`config.mk`:
```
export PLATFORM = sky130hd
export DESIGN_NAME = host_interface_mode_select
export DESIGN_NICKNAME = d
export VERILOG_FILES = /design/src/common/host_mode_pkg.sv /design/src/hw/host_interface_mode_select.sv /design/src/hw/open_drain_pad.sv
export SDC_FILE = /design/constraint.sdc
export NUM_CORES = 1
export LEC_CHECK = 0
export BUFFER_PORTS_ARGS = -buffer_cell sky130_fd_sc_hd__buf_2
export CAP_MARGIN = 15
export CORE_MARGIN = 8
export CORE_UTILIZATION = 35
export DETAILED_ROUTE_END_ITERATION = 16
export PLACE_DENSITY = 0.67
export SLEW_MARGIN = 30
export SYNTH_ARGS = -nofsm -noshare
export SYNTH_HDL_FRONTEND = slang
export SYNTH_SLANG_ARGS = --single-unit
```
`constraint.sdc`:
```
create_clock -name clock -period 1.7 [get_ports clock]
set_input_delay 0.17 -clock clock [delete_from_list [all_inputs] [get_ports clock]]
set_output_delay 0.17 -clock clock [all_outputs]
set_load 0.005 [all_outputs]
```
`src/common/host_mode_pkg.sv`:
```
// Constants and types shared by the host interface mode selection logic.
package host_mode_pkg;

  // ---------------------------------------------------------------------
  // Widths of the shared pin groups
  // ---------------------------------------------------------------------
  localparam int GPIO_WIDTH = 12;
  localparam int PORT_WIDTH = 8;

  // ---------------------------------------------------------------------
  // Strap levels and pin reset values
  // ---------------------------------------------------------------------
  localparam logic STRAP_HIGH = 1'b1;
  localparam logic STRAP_LOW = 1'b0;
  localparam logic PIN_RELEASED = 1'b0;
  localparam logic PIN_LOW = 1'b0;
  localparam logic SELECT_IDLE_N = 1'b1;
  localparam logic [GPIO_WIDTH-1:0] GPIO_RELEASED = 12'h000;
  localparam logic [GPIO_WIDTH-1:0] GPIO_ZERO = 12'h000;
  localparam logic [GPIO_WIDTH-PORT_WIDTH-1:0] GPIO_UPPER_RELEASED = 4'h0;

  // ---------------------------------------------------------------------
  // Host interface modes
  // ---------------------------------------------------------------------
  typedef enum logic [2:0] {
    MODE_UNSET = 3'b000,
    MODE_PAR_STYLE_HI = 3'b001,
    MODE_PAR_STYLE_LO = 3'b010,
    MODE_I2C = 3'b011,
    MODE_SPI = 3'b100
  } host_mode_t;

endpackage : host_mode_pkg

```
`src/hw/host_interface_mode_select.sv`:
```
// Host interface mode selection and shared pin multiplexing.
// Function
// [RQ1] Read strobe, write strobe and style pins are caught as reset ends.
// [RQ2] Straps decode to style-high parallel, style-low parallel, I2C or SPI.
// [RQ3] Exactly one host interface is active at any time; none is active until the straps are caught after reset.
// [RQ4] The attention request pin only ever pulls low in every mode.
// [RQ5] In I2C mode the bidirectional data pin only drives low.
// [RQ6] Without parallel mode the multipurpose pins stay released until set.
// [RQ7] Outside parallel mode the far side holds the multipurpose pins.
// [RQ8] SPI uses select, clock, data in, data out and attention request.
// [RQ9] Host traffic reaches firmware as raw bytes, never as registers.
// [RQ10] Multipurpose pins are the parallel port or the memory interface.
// [RQ11] The external memory interface exists only in a serial mode.
// [RQ12] In serial modes the attention pin is caught as the autoboot select.
// [RQ13] The caught selection holds until the next reset.
`timescale 1ns/1ps

module host_interface_mode_select
  import host_mode_pkg::*;
(
  input wire logic clock,                       // 10 MHz system clock.
  input wire logic rst,                         // Sync reset, active high.
  input wire logic read_strobe_n_in,            // Read strobe pin level.
  input wire logic write_strobe_n_in,           // Write strobe pin level.
  input wire logic chip_select_n_in,            // SPI chip select pin.
  input wire logic serial_control_clock,        // Serial clock pin.
  input wire logic serial_control_in,           // SPI data in pin.
  input wire logic bidir_in,                    // Style strap / data pin.
  output logic bidir_out,                       // Style / data pin value.
  output logic bidir_oe,                        // Style / data pin enable.
  input wire logic attention_in,                // Attention pin level.
  output logic attention_out,                   // Attention pin value.
  output logic attention_oe,                    // Attention pin enable.
  input wire logic [GPIO_WIDTH-1:0] gpio_in,    // Multipurpose pin levels.
  output logic [GPIO_WIDTH-1:0] gpio_out,       // Multipurpose pin values.
  output logic [GPIO_WIDTH-1:0] gpio_oe,        // Multipurpose pin enables.
  input wire logic host_attention_request,      // Core has outgoing data.
  input wire logic serial_data_low,             // Core pulls I2C data low.
  input wire logic serial_control_out,          // Core SPI output bit.
  input wire logic [PORT_WIDTH-1:0] port_data,  // Core parallel read data.
  input wire logic port_drive,                  // Core drives parallel bus.
  input wire logic [PORT_WIDTH-1:0] ext_memory_addr_data, // Memory bus out.
  input wire logic ext_memory_drive,            // Core drives memory bus.
  input wire logic ext_memory_request,          // Firmware wants memory.
  input wire logic [GPIO_WIDTH-1:0] fw_gpio_out,  // Firmware pin values.
  input wire logic [GPIO_WIDTH-1:0] fw_gpio_oe,   // Firmware pin enables.
  input wire logic fw_gpio_assigned,            // Firmware owns the pins.
  output logic [2:0] host_mode,                 // Selected host mode code.
  output logic mode_valid,                      // Selection has been caught.
  output logic autoboot_select,                 // High: host downloads code.
  output logic ext_memory_active,               // Memory interface is live.
  output logic link_select_n,                   // SPI select to the core.
  output logic link_clock,                      // Serial clock to the core.
  output logic link_data_in,                    // Serial data to the core.
  output logic port_read_n,                     // Parallel read strobe.
  output logic port_write_n,                    // Parallel write strobe.
  output logic [GPIO_WIDTH-1:0] gpio_to_core    // Multipurpose pin samples.
);

  // ---------------------------------------------------------------------
  // Strap decoding
  // ---------------------------------------------------------------------

  // Both strobes low is not a documented pattern; read low wins and
  // the part comes up in I2C so that one interface is still chosen.
  function automatic host_mode_t decode_straps(input logic rd_n,
                                               input logic wr_n,
                                               input logic style);
    host_mode_t m;
    m = MODE_I2C;
    if (rd_n == STRAP_HIGH && wr_n == STRAP_HIGH)
    begin
      m = (style == STRAP_HIGH) ? MODE_PAR_STYLE_HI : MODE_PAR_STYLE_LO;
    end
    else if (rd_n == STRAP_HIGH && wr_n == STRAP_LOW)
    begin
      m = MODE_SPI;
    end
    return m;
  endfunction : decode_straps

  // True for either byte-wide parallel mode.
  function automatic logic is_parallel(input host_mode_t m);
    return (m == MODE_PAR_STYLE_HI) || (m == MODE_PAR_STYLE_LO);
  endfunction : is_parallel

  // True for either serial mode.
  function automatic logic is_serial(input host_mode_t m);
    return (m == MODE_I2C) || (m == MODE_SPI);
  endfunction : is_serial

  // ---------------------------------------------------------------------
  // Mode capture state
  // ---------------------------------------------------------------------
  host_mode_t mode_d;
  host_mode_t mode_q;
  logic autoboot_d;
  logic autoboot_q;
  logic valid_d;
  logic valid_q;

  // The straps are sampled on the first edge after reset falls; under a
  // synchronous reset the flops cannot take a pin level while held.
  always_comb
  begin
    mode_d = mode_q;
    autoboot_d = autoboot_q;
    case (mode_q)
      MODE_UNSET:
      begin
        // [RQ1] catch straps
        // [RQ2] decode strap pattern
        mode_d = decode_straps(read_strobe_n_in, write_strobe_n_in,
                               bidir_in);
        // [RQ12] autoboot strap catch
        autoboot_d = is_serial(mode_d) ? attention_in : STRAP_HIGH;
      end
      // [RQ13] selection held
      MODE_PAR_STYLE_HI, MODE_PAR_STYLE_LO, MODE_I2C, MODE_SPI:
        mode_d = mode_q;
      default:
        mode_d = MODE_UNSET;
    endcase
    valid_d = (mode_d != MODE_UNSET);
  end

  // [RQ3] single mode register
  always_ff @(posedge clock)
  begin
    if (rst)
    begin
      mode_q <= MODE_UNSET;
      autoboot_q <= STRAP_HIGH;
      valid_q <= 1'b0;
    end
    else
    begin
      mode_q <= mode_d;
      autoboot_q <= autoboot_d;
      valid_q <= valid_d;
    end
  end

  // ---------------------------------------------------------------------
  // Attention request pin
  // ---------------------------------------------------------------------

  // [RQ4] open-drain attention
  open_drain_pad attention_pad (
    .clock(clock),
    .rst(rst),
    .enable(mode_q != MODE_UNSET),
    .pull_low(host_attention_request),
    .pad_out(attention_out),
    .pad_oe(attention_oe)
  );

  // ---------------------------------------------------------------------
  // Shared pin and core-side routing
  // ---------------------------------------------------------------------
  logic bidir_out_d;
  logic bidir_out_q;
  logic bidir_oe_d;
  logic bidir_oe_q;
  logic [GPIO_WIDTH-1:0] gpio_out_d;
  logic [GPIO_WIDTH-1:0] gpio_out_q;
  logic [GPIO_WIDTH-1:0] gpio_oe_d;
  logic [GPIO_WIDTH-1:0] gpio_oe_q;
  logic [GPIO_WIDTH-1:0] gpio_core_d;
  logic [GPIO_WIDTH-1:0] gpio_core_q;
  logic mem_active_d;
  logic mem_active_q;
  logic select_n_d;
  logic select_n_q;
  logic clock_d;
  logic clock_q;
  logic data_in_d;
  logic data_in_q;
  logic read_n_d;
  logic read_n_q;
  logic write_n_d;
  logic write_n_q;

  // All pins stay released until a mode exists; routing follows mode_q.
  always_comb
  begin
    bidir_out_d = PIN_LOW;
    bidir_oe_d = PIN_RELEASED;
    // [RQ6] released by default
    gpio_out_d = GPIO_ZERO;
    gpio_oe_d = GPIO_RELEASED;
    gpio_core_d = GPIO_ZERO;
    mem_active_d = 1'b0;
    select_n_d = SELECT_IDLE_N;
    clock_d = PIN_LOW;
    data_in_d = PIN_LOW;
    read_n_d = SELECT_IDLE_N;
    write_n_d = SELECT_IDLE_N;
    // [RQ11] memory only in serial
    if (is_serial(mode_q))
      mem_active_d = ext_memory_request | (autoboot_q == STRAP_LOW);
    // [RQ9] raw pin bytes to firmware
    gpio_core_d = gpio_in;
    case (mode_q)
      MODE_PAR_STYLE_HI, MODE_PAR_STYLE_LO:
      begin
        // [RQ10] parallel host port
        read_n_d = read_strobe_n_in;
        write_n_d = write_strobe_n_in;
        gpio_out_d[PORT_WIDTH-1:0] = port_data;
        gpio_oe_d[PORT_WIDTH-1:0] = {PORT_WIDTH{port_drive}};
      end
      MODE_I2C:
      begin
        clock_d = serial_control_clock;
        data_in_d = bidir_in;
        // [RQ5] open-drain data line
        bidir_oe_d = serial_data_low;
      end
      MODE_SPI:
      begin
        // [RQ8] five-line serial link
        select_n_d = chip_select_n_in;
        clock_d = serial_control_clock;
        data_in_d = serial_control_in;
        bidir_out_d = serial_control_out;
        bidir_oe_d = ~chip_select_n_in;
      end
      default:
        gpio_core_d = GPIO_ZERO;
    endcase
    // [RQ10] memory bus or firmware use
    if (is_serial(mode_q))
    begin
      if (fw_gpio_assigned)
      begin
        gpio_out_d = fw_gpio_out;
        gpio_oe_d = fw_gpio_oe;
      end
      if (mem_active_d)
      begin
        gpio_out_d[PORT_WIDTH-1:0] = ext_memory_addr_data;
        gpio_oe_d[PORT_WIDTH-1:0] = {PORT_WIDTH{ext_memory_drive}};
      end
    end
  end

  // Every pin and core-facing output is registered for clean timing.
  always_ff @(posedge clock)
  begin
    if (rst)
    begin
      bidir_out_q <= PIN_LOW;
      bidir_oe_q <= PIN_RELEASED;
      gpio_out_q <= GPIO_ZERO;
      gpio_oe_q <= GPIO_RELEASED;
      gpio_core_q <= GPIO_ZERO;
      mem_active_q <= 1'b0;
      select_n_q <= SELECT_IDLE_N;
      clock_q <= PIN_LOW;
      data_in_q <= PIN_LOW;
      read_n_q <= SELECT_IDLE_N;
      write_n_q <= SELECT_IDLE_N;
    end
    else
    begin
      bidir_out_q <= bidir_out_d;
      bidir_oe_q <= bidir_oe_d;
      gpio_out_q <= gpio_out_d;
      gpio_oe_q <= gpio_oe_d;
      gpio_core_q <= gpio_core_d;
      mem_active_q <= mem_active_d;
      select_n_q <= select_n_d;
      clock_q <= clock_d;
      data_in_q <= data_in_d;
      read_n_q <= read_n_d;
      write_n_q <= write_n_d;
    end
  end

  // ---------------------------------------------------------------------
  // Outputs
  // ---------------------------------------------------------------------
  assign host_mode = mode_q;
  assign mode_valid = valid_q;
  assign autoboot_select = autoboot_q;
  assign ext_memory_active = mem_active_q;
  assign bidir_out = bidir_out_q;
  assign bidir_oe = bidir_oe_q;
  assign gpio_out = gpio_out_q;
  assign gpio_oe = gpio_oe_q;
  assign gpio_to_core = gpio_core_q;
  assign link_select_n = select_n_q;
  assign link_clock = clock_q;
  assign link_data_in = data_in_q;
  assign port_read_n = read_n_q;
  assign port_write_n = write_n_q;

endmodule : host_interface_mode_select

```
`src/hw/open_drain_pad.sv`:
```
// Registered open-drain pad driver that can only pull its pin low.
`timescale 1ns/1ps

module open_drain_pad
  import host_mode_pkg::*;
(
  input wire logic clock,     // System clock.
  input wire logic rst,       // Synchronous reset, active high.
  input wire logic enable,    // Pad function is live.
  input wire logic pull_low,  // Request to pull the pin low.
  output logic pad_out,       // Pin output value, always low.
  output logic pad_oe         // Pin output enable, high while pulling.
);

  logic oe_d;
  logic oe_q;

  // ---------------------------------------------------------------------
  // Drive control
  // ---------------------------------------------------------------------

  // A one is never driven; the external pull-up supplies it.
  always_comb
  begin
    oe_d = enable & pull_low;
  end

  // Registered so the pin follows the clock, released during reset.
  always_ff @(posedge clock)
  begin
    if (rst)
    begin
      oe_q <= PIN_RELEASED;
    end
    else
    begin
      oe_q <= oe_d;
    end
  end

  assign pad_out = PIN_LOW;
  assign pad_oe = oe_q;

endmodule : open_drain_pad

```
==> reports/metrics.csv, run 1 <==
metric,value,unit
R2R Setup Slk,0.09,ns
Synth Area in Adders,0,
Peak supply drop,0.0004655,V
total grt overflow,0,
H-tree levels,2,
RSZ-0062 raised after global routing,false,
starting density of the core,0.3594,
DR pass1 iterations,4,
highest-count cells in the layout ignoring fill and taps,"buf_2, dfxtp_1, a21oi_1, and2_1, buf_4",
hold_buf cts,0,
worst path arrival time,1.80,ns
vias in the first global route,1988,
"Seq/Total Area, Yosys",0.5089,
fmax,622.8,MHz
GPL Wtd Cong,0.7312,
drt total wl,5985,um
syn_nets,277,
Setup WS pre-CTS,-0.005967,ns
outcome,"finished, final reports clean",
Die H,90.97,um
Yosys warnings,0,
area grow syn2layout,44.08,%
largest net degree at the start of global routing,19,
die width,90.97,um
fin. max-slew vios,0,
Seq cells post-synth,50,
Synth Area in XOR/XNOR,0.01272,
post-route ant nets,0,
clock slew at reported path FFs,0.10,ns
Remaining DRCs,0,
Netlist cell types,39,
worst clock skew,0.008471,ns
PortBufs,117,
drt wl/cell,14.63,um
maximum clock path buffer count,2,
floorplan row count,27,
first-pass GRT wire length,9873,um
mux cell area share after synthesis,0,
part of the cycle the worst path needs,0.9446,
clock latency on the worst-skew pair,0.31,ns
"Power, Total",2.569,mW
post-synthesis cell area,1967,sq um
Rel. slew slack,0.6422,
vias per cell,4.731,
clock sinks,50,
crit path time final,1.606,ns
Crit Path Class,register to register,
Root Driver,clkbuf_8,
Core Region,5473,sq um
FF-to-FF End,gpio_out[6]$_SDFF_PP0_,
initial antenna violation count,0,
Slew @ Worst Pin,0.5338,ns
required time worst endpoint,1.90,ns
final net count,404,
Mapped Cells,209,
syn_area_per_cell,9.411,sq um
Post-synth EDFFs,0,
Post-synth top flop,dfxtp_1,
Hold Crit Class,input port to register,
reg2reg path depth,6,
Async SR Flop Fraction,0,
Final Util,0.5178,
# IOs,119,
Final Hold Vio Count,0,
DRT iter0 DRCs,56,
Final WS setup,0.09422,ns
antenna cell count,0,
main combinational cell family by area after synthesis,simple AND/OR/NAND/NOR gates,
LEAKAGE,1.368,nW
worst setup path endpoint,gpio_out[6]$_SDFF_PP0_,
HPWL Detailed,4604,um
die area,8275,sq um
Setup Total Neg Slack,0,ns
# Max-Cap Violations,0,
CP startpoint,host_mode[0]$_SDFF_PP0_,
RR Startpoint,host_mode[0]$_SDFF_PP0_,
crit path launch type,register,
CP endpoint kind,register,
share of post-route cells with drive strength above 1,0.4718,
"most common cell after layout, fill and taps aside",buf_2,
CTS tree,done,
post-synthesis compound-gate area fraction,0.1896,
Synth Area in Simple Gates,0.2322,
critical path peak fanout,11,
TritonCTS Buffers,5,
GRT Overall Usage,0.1454,
vias,1935,
Setup-failing EPs final,0,
pwr/cell area,906.6,nW/um^2
-- critical path, cell delays in order, from the launching register on --
cell and delay (ns):
dfxtp_2 0.39, buf_4 0.23, nor3b_4 0.06, buf_4 0.16, o21ai_4 0.24, a221oi_1 0.09
nor4_1 0.33
-- state kept, by name, indices dropped and copies added (netlist names), 3 cells and up --
| signal | count |
|---|---|
| gpio_out | 12 |
| gpio_oe | 12 |
| gpio_to_core | 12 |
| host_mode | 3 |
-- cell type report --
type | instances | area (sq um)
clock buffer | 5 | 68.82
clock inverter | 3 | 28.78
timing repair buffer | 136 | 740.7
tap | 72 | 90.09
sequential | 50 | 1005
inverter | 3 | 11.26
fill | 554 | 2639
multi-input combinational | 140 | 889.6
-- cell usage after synthesis (2+ instances only) --
library cell	count	share of area
nor3_1	12	0.031
nor3b_1	3	0.011
nor3b_4	2	0.019
nor2b_1	3	0.0095
a32o_1	7	0.036
and2_1	20	0.064
buf_2	4	0.010
o22ai_1	7	0.022
buf_6	3	0.017
clkbuf_1	5	0.0095
a21oi_1	21	0.053
buf_4	2	0.0076
dfxtp_1	50	0.51
inv_1	3	0.0057
o21ai_0	9	0.023
or4_1	2	0.0076
nor2_1	18	0.034
nand2_1	10	0.019
o21ai_1	8	0.020
-- layer usage --
| layer | vias up | global-route usage | wire [um] | part of all wire |
|---|---|---|---|---|
| met5 | - | 0 | 0 | 0 |
| met4 | 0 | 0.05321 | 85 | 0.014 |
| met3 | 6 | 0.06584 | 524 | 0.088 |
| met2 | 74 | 0.2267 | 2748 | 0.46 |
| met1 | 877 | 0.1719 | 2626 | 0.44 |
| li1 | 978 | - | - | - |
-- kinds of logic after synthesis --
kind of cell | count (synthesis)
buf+inv | 19
flops | 50
xor+xnor | 2
simple gates | 79
other cells | 1
compound gates | 58
-- through the flow --
step / std cells / area (sq um) / hold slack [ns]
finish: 409 / 2834 / 0.05791
global route: 409 / 2834 / 0.04493
floorplan: 209 / 1967 / 0.2739
CTS: 405 / 2763 / 0.04333
detailed placement: 397 / 2659 / 0.3719
global placement: 397 / 2659 / 0.3705
-- timing repair --
action	4_1_cts	5_1_grt
pin swaps	1	2
buffers inserted	0	4
endpoints found under the setup margin	19	24
resized for setup	3	7
hold endpoints to repair	0	0
-- power by group --
group / internal, mW / switching (mW) / total, mW
combinational: 0.275 / 0.278 / 0.552
clock: 0.305 / 0.425 / 0.730
sequential: 1.26 / 0.0302 / 1.29
total: 1.84 / 0.733 / 2.57
-- worst min-delay path by stage --
stage / cells past startpoint / start / to / slack (ns)
after floorplan: 1 / rst / port_read_n$_SDFF_PP1_ / 0.27
after global placement: 2 / gpio_in[10] / gpio_to_core[10]$_SDFF_PP0_ / 0.37
after detailed placement: 2 / fw_gpio_out[10] / gpio_out[10]$_SDFF_PP0_ / 0.37
after CTS: 2 / gpio_in[1] / gpio_to_core[1]$_SDFF_PP0_ / 0.04
after global routing: 2 / gpio_in[1] / gpio_to_core[1]$_SDFF_PP0_ / 0.04
final: 2 / gpio_in[4] / gpio_to_core[4]$_SDFF_PP0_ / 0.06
No activity file was read; power rests on OpenSTA's default activity.
==> run 2, diff against run 1 <==
BUFFER_PORTS_ARGS = -buffer_cell sky130_fd_sc_hd__buf_4   (was -buffer_cell sky130_fd_sc_hd__buf_2)
CORE_ASPECT_RATIO = 0.5   (was unset)
REMOVE_ABC_BUFFERS = 1   (was unset)
==> run 2 against run 1 <==
  * Setup slack improved by 0.072 ns
  * Sequential share of layout area decreased by 3.1 points
  * Routed wire length increased by 1.7%
  * Non-clock buffer count shrank 5
  * Fmax rose by 4.7%
  * First-iteration DRC count grew 68%
  * Flip-flop and latch count did not move
  * Combinational power is 14% higher
  * Global-route usage fell by 0.49 points
  * Largest power group unchanged
==> reports/metrics.csv, run 2 (same netlist as run 1, synthesis figures left out) <==
metric,value,unit
outcome,"finished, final reports clean",
share of post-route cells with drive strength above 1,0.4548,
fmax,651.8,MHz
starting density of the core,0.3613,
initial antenna violation count,0,
area grow syn2layout,57.82,%
maximum clock path buffer count,2,
Core Region,5444,sq um
antenna cell count,0,
vias per cell,4.649,
required time worst endpoint,1.94,ns
floorplan row count,19,
Peak supply drop,0.0003939,V
pwr/cell area,901.0,nW/um^2
Remaining DRCs,0,
"most common cell after layout, fill and taps aside",buf_4,
hold path depth,2,
clock slew at reported path FFs,0.10,ns
post-route ant nets,0,
vias,1883,
largest net degree at the start of global routing,21,
drt total wl,6085,um
"Power, Total",2.797,mW
DR pass1 iterations,4,
clock sinks,50,
Root Driver,clkbuf_8,
vias in the first global route,1933,
DRT iter0 DRCs,94,
fin. max-slew vios,0,
part of the cycle the worst path needs,0.9024,
RR Startpoint,host_mode[0]$_SDFF_PP0_,
TritonCTS Buffers,5,
# Max-Cap Violations,0,
PortBufs,117,
Setup WS pre-CTS,-0.04440,ns
GRT Overall Usage,0.1405,
LEAKAGE,1.415,nW
H-tree levels,2,
GPL Wtd Cong,0.7921,
die area,8420,sq um
final net count,399,
worst path arrival time,1.77,ns
Slew @ Worst Pin,0.5206,ns
Final Cell Area,3104,sq um
reg2reg path depth,6,
Setup-failing EPs final,0,
highest-count cells in the layout ignoring fill and taps,"buf_4, dfxtp_1, a21oi_1, and2_1, nor2_1",
Hold Crit Class,input port to register,
first-pass GRT wire length,9708,um
drt wl/cell,15.02,um
Final WS setup,0.1658,ns
total grt overflow,0,
Non-Filler Instances,405,
Post-DP Area,2950,sq um
hold_ws,0.05337,ns
critical path peak fanout,9,
FF-to-FF End,gpio_oe[1]$_SDFF_PP0_,
crit path time final,1.534,ns
Crit Path Class,register to register,
Rel. slew slack,0.6510,
HPWL Detailed,4975,um
# IOs,119,
Final Util,0.5702,
die width,122.0,um
clock latency on the worst-skew pair,0.31,ns
cell count after placement,396,
crit path launch type,register,
hold endpoint,gpio_to_core[3]$_SDFF_PP0_,
Die H,69.01,um
hold path start,gpio_in[3],
worst clock skew,0.005722,ns
RSZ-0062 raised after global routing,false,
CTS tree,done,
R2R Setup Slk,0.17,ns
CP endpoint kind,register,
Final Hold Vio Count,0,
Setup Total Neg Slack,0,ns
## run 2: how the worst max path moves through the flow
stage	from	slack (ns)	endpoint
2_1_floorplan	host_mode[2]$_SDFF_PP0_	-0.16	gpio_oe[0]$_SDFF_PP0_
3_3_place_gp	host_mode[1]$_SDFF_PP0_	0.02	gpio_to_core[5]$_SDFF_PP0_
3_5_place_dp	host_mode[1]$_SDFF_PP0_	-0.04	gpio_to_core[8]$_SDFF_PP0_
4_1_cts	host_mode[2]$_SDFF_PP0_	0.03	gpio_oe[1]$_SDFF_PP0_
5_1_grt	host_mode[2]$_SDFF_PP0_	0.03	gpio_oe[2]$_SDFF_PP0_
6_report	host_mode[0]$_SDFF_PP0_	0.17	gpio_oe[1]$_SDFF_PP0_
## run 2: cell type report
class	count	area, sq um
tap	73	91.34
timing repair buffer	131	996.0
clock inverter	3	48.80
inverter	3	11.26
multi-input combinational	140	884.6
fill	485	2340
sequential	50	1003
clock buffer	5	68.82
## run 2: power by group
group | internal (mW) | switching, mW
Sequential | 1.26 | 0.0332
Combinational | 0.352 | 0.278
Clock | 0.449 | 0.428
## run 2: critical path: stages, from the launching register on
cell and delay, ns:
dfxtp_2 0.37, buf_4 0.17, nor3b_4 0.28, buf_4 0.19, o21bai_4 0.11, o22a_2 0.27, o21ai_1 0.09
## run 2: timing repair
item | in CTS | in global routing
hold buffers | 0 | 0
setup buffers | 0 | 1
endpoints found under the setup margin | 19 | 18
resized for setup | 2 | 5
pin swaps | 0 | 2
## run 2: metal layers
metal	vias up	wire length, um	track usage
met5	-	0	0
met4	0	76	0.04206
met3	7	348	0.03168
met2	51	3303	0.2584
met1	858	2357	0.1563
li1	967	-	-
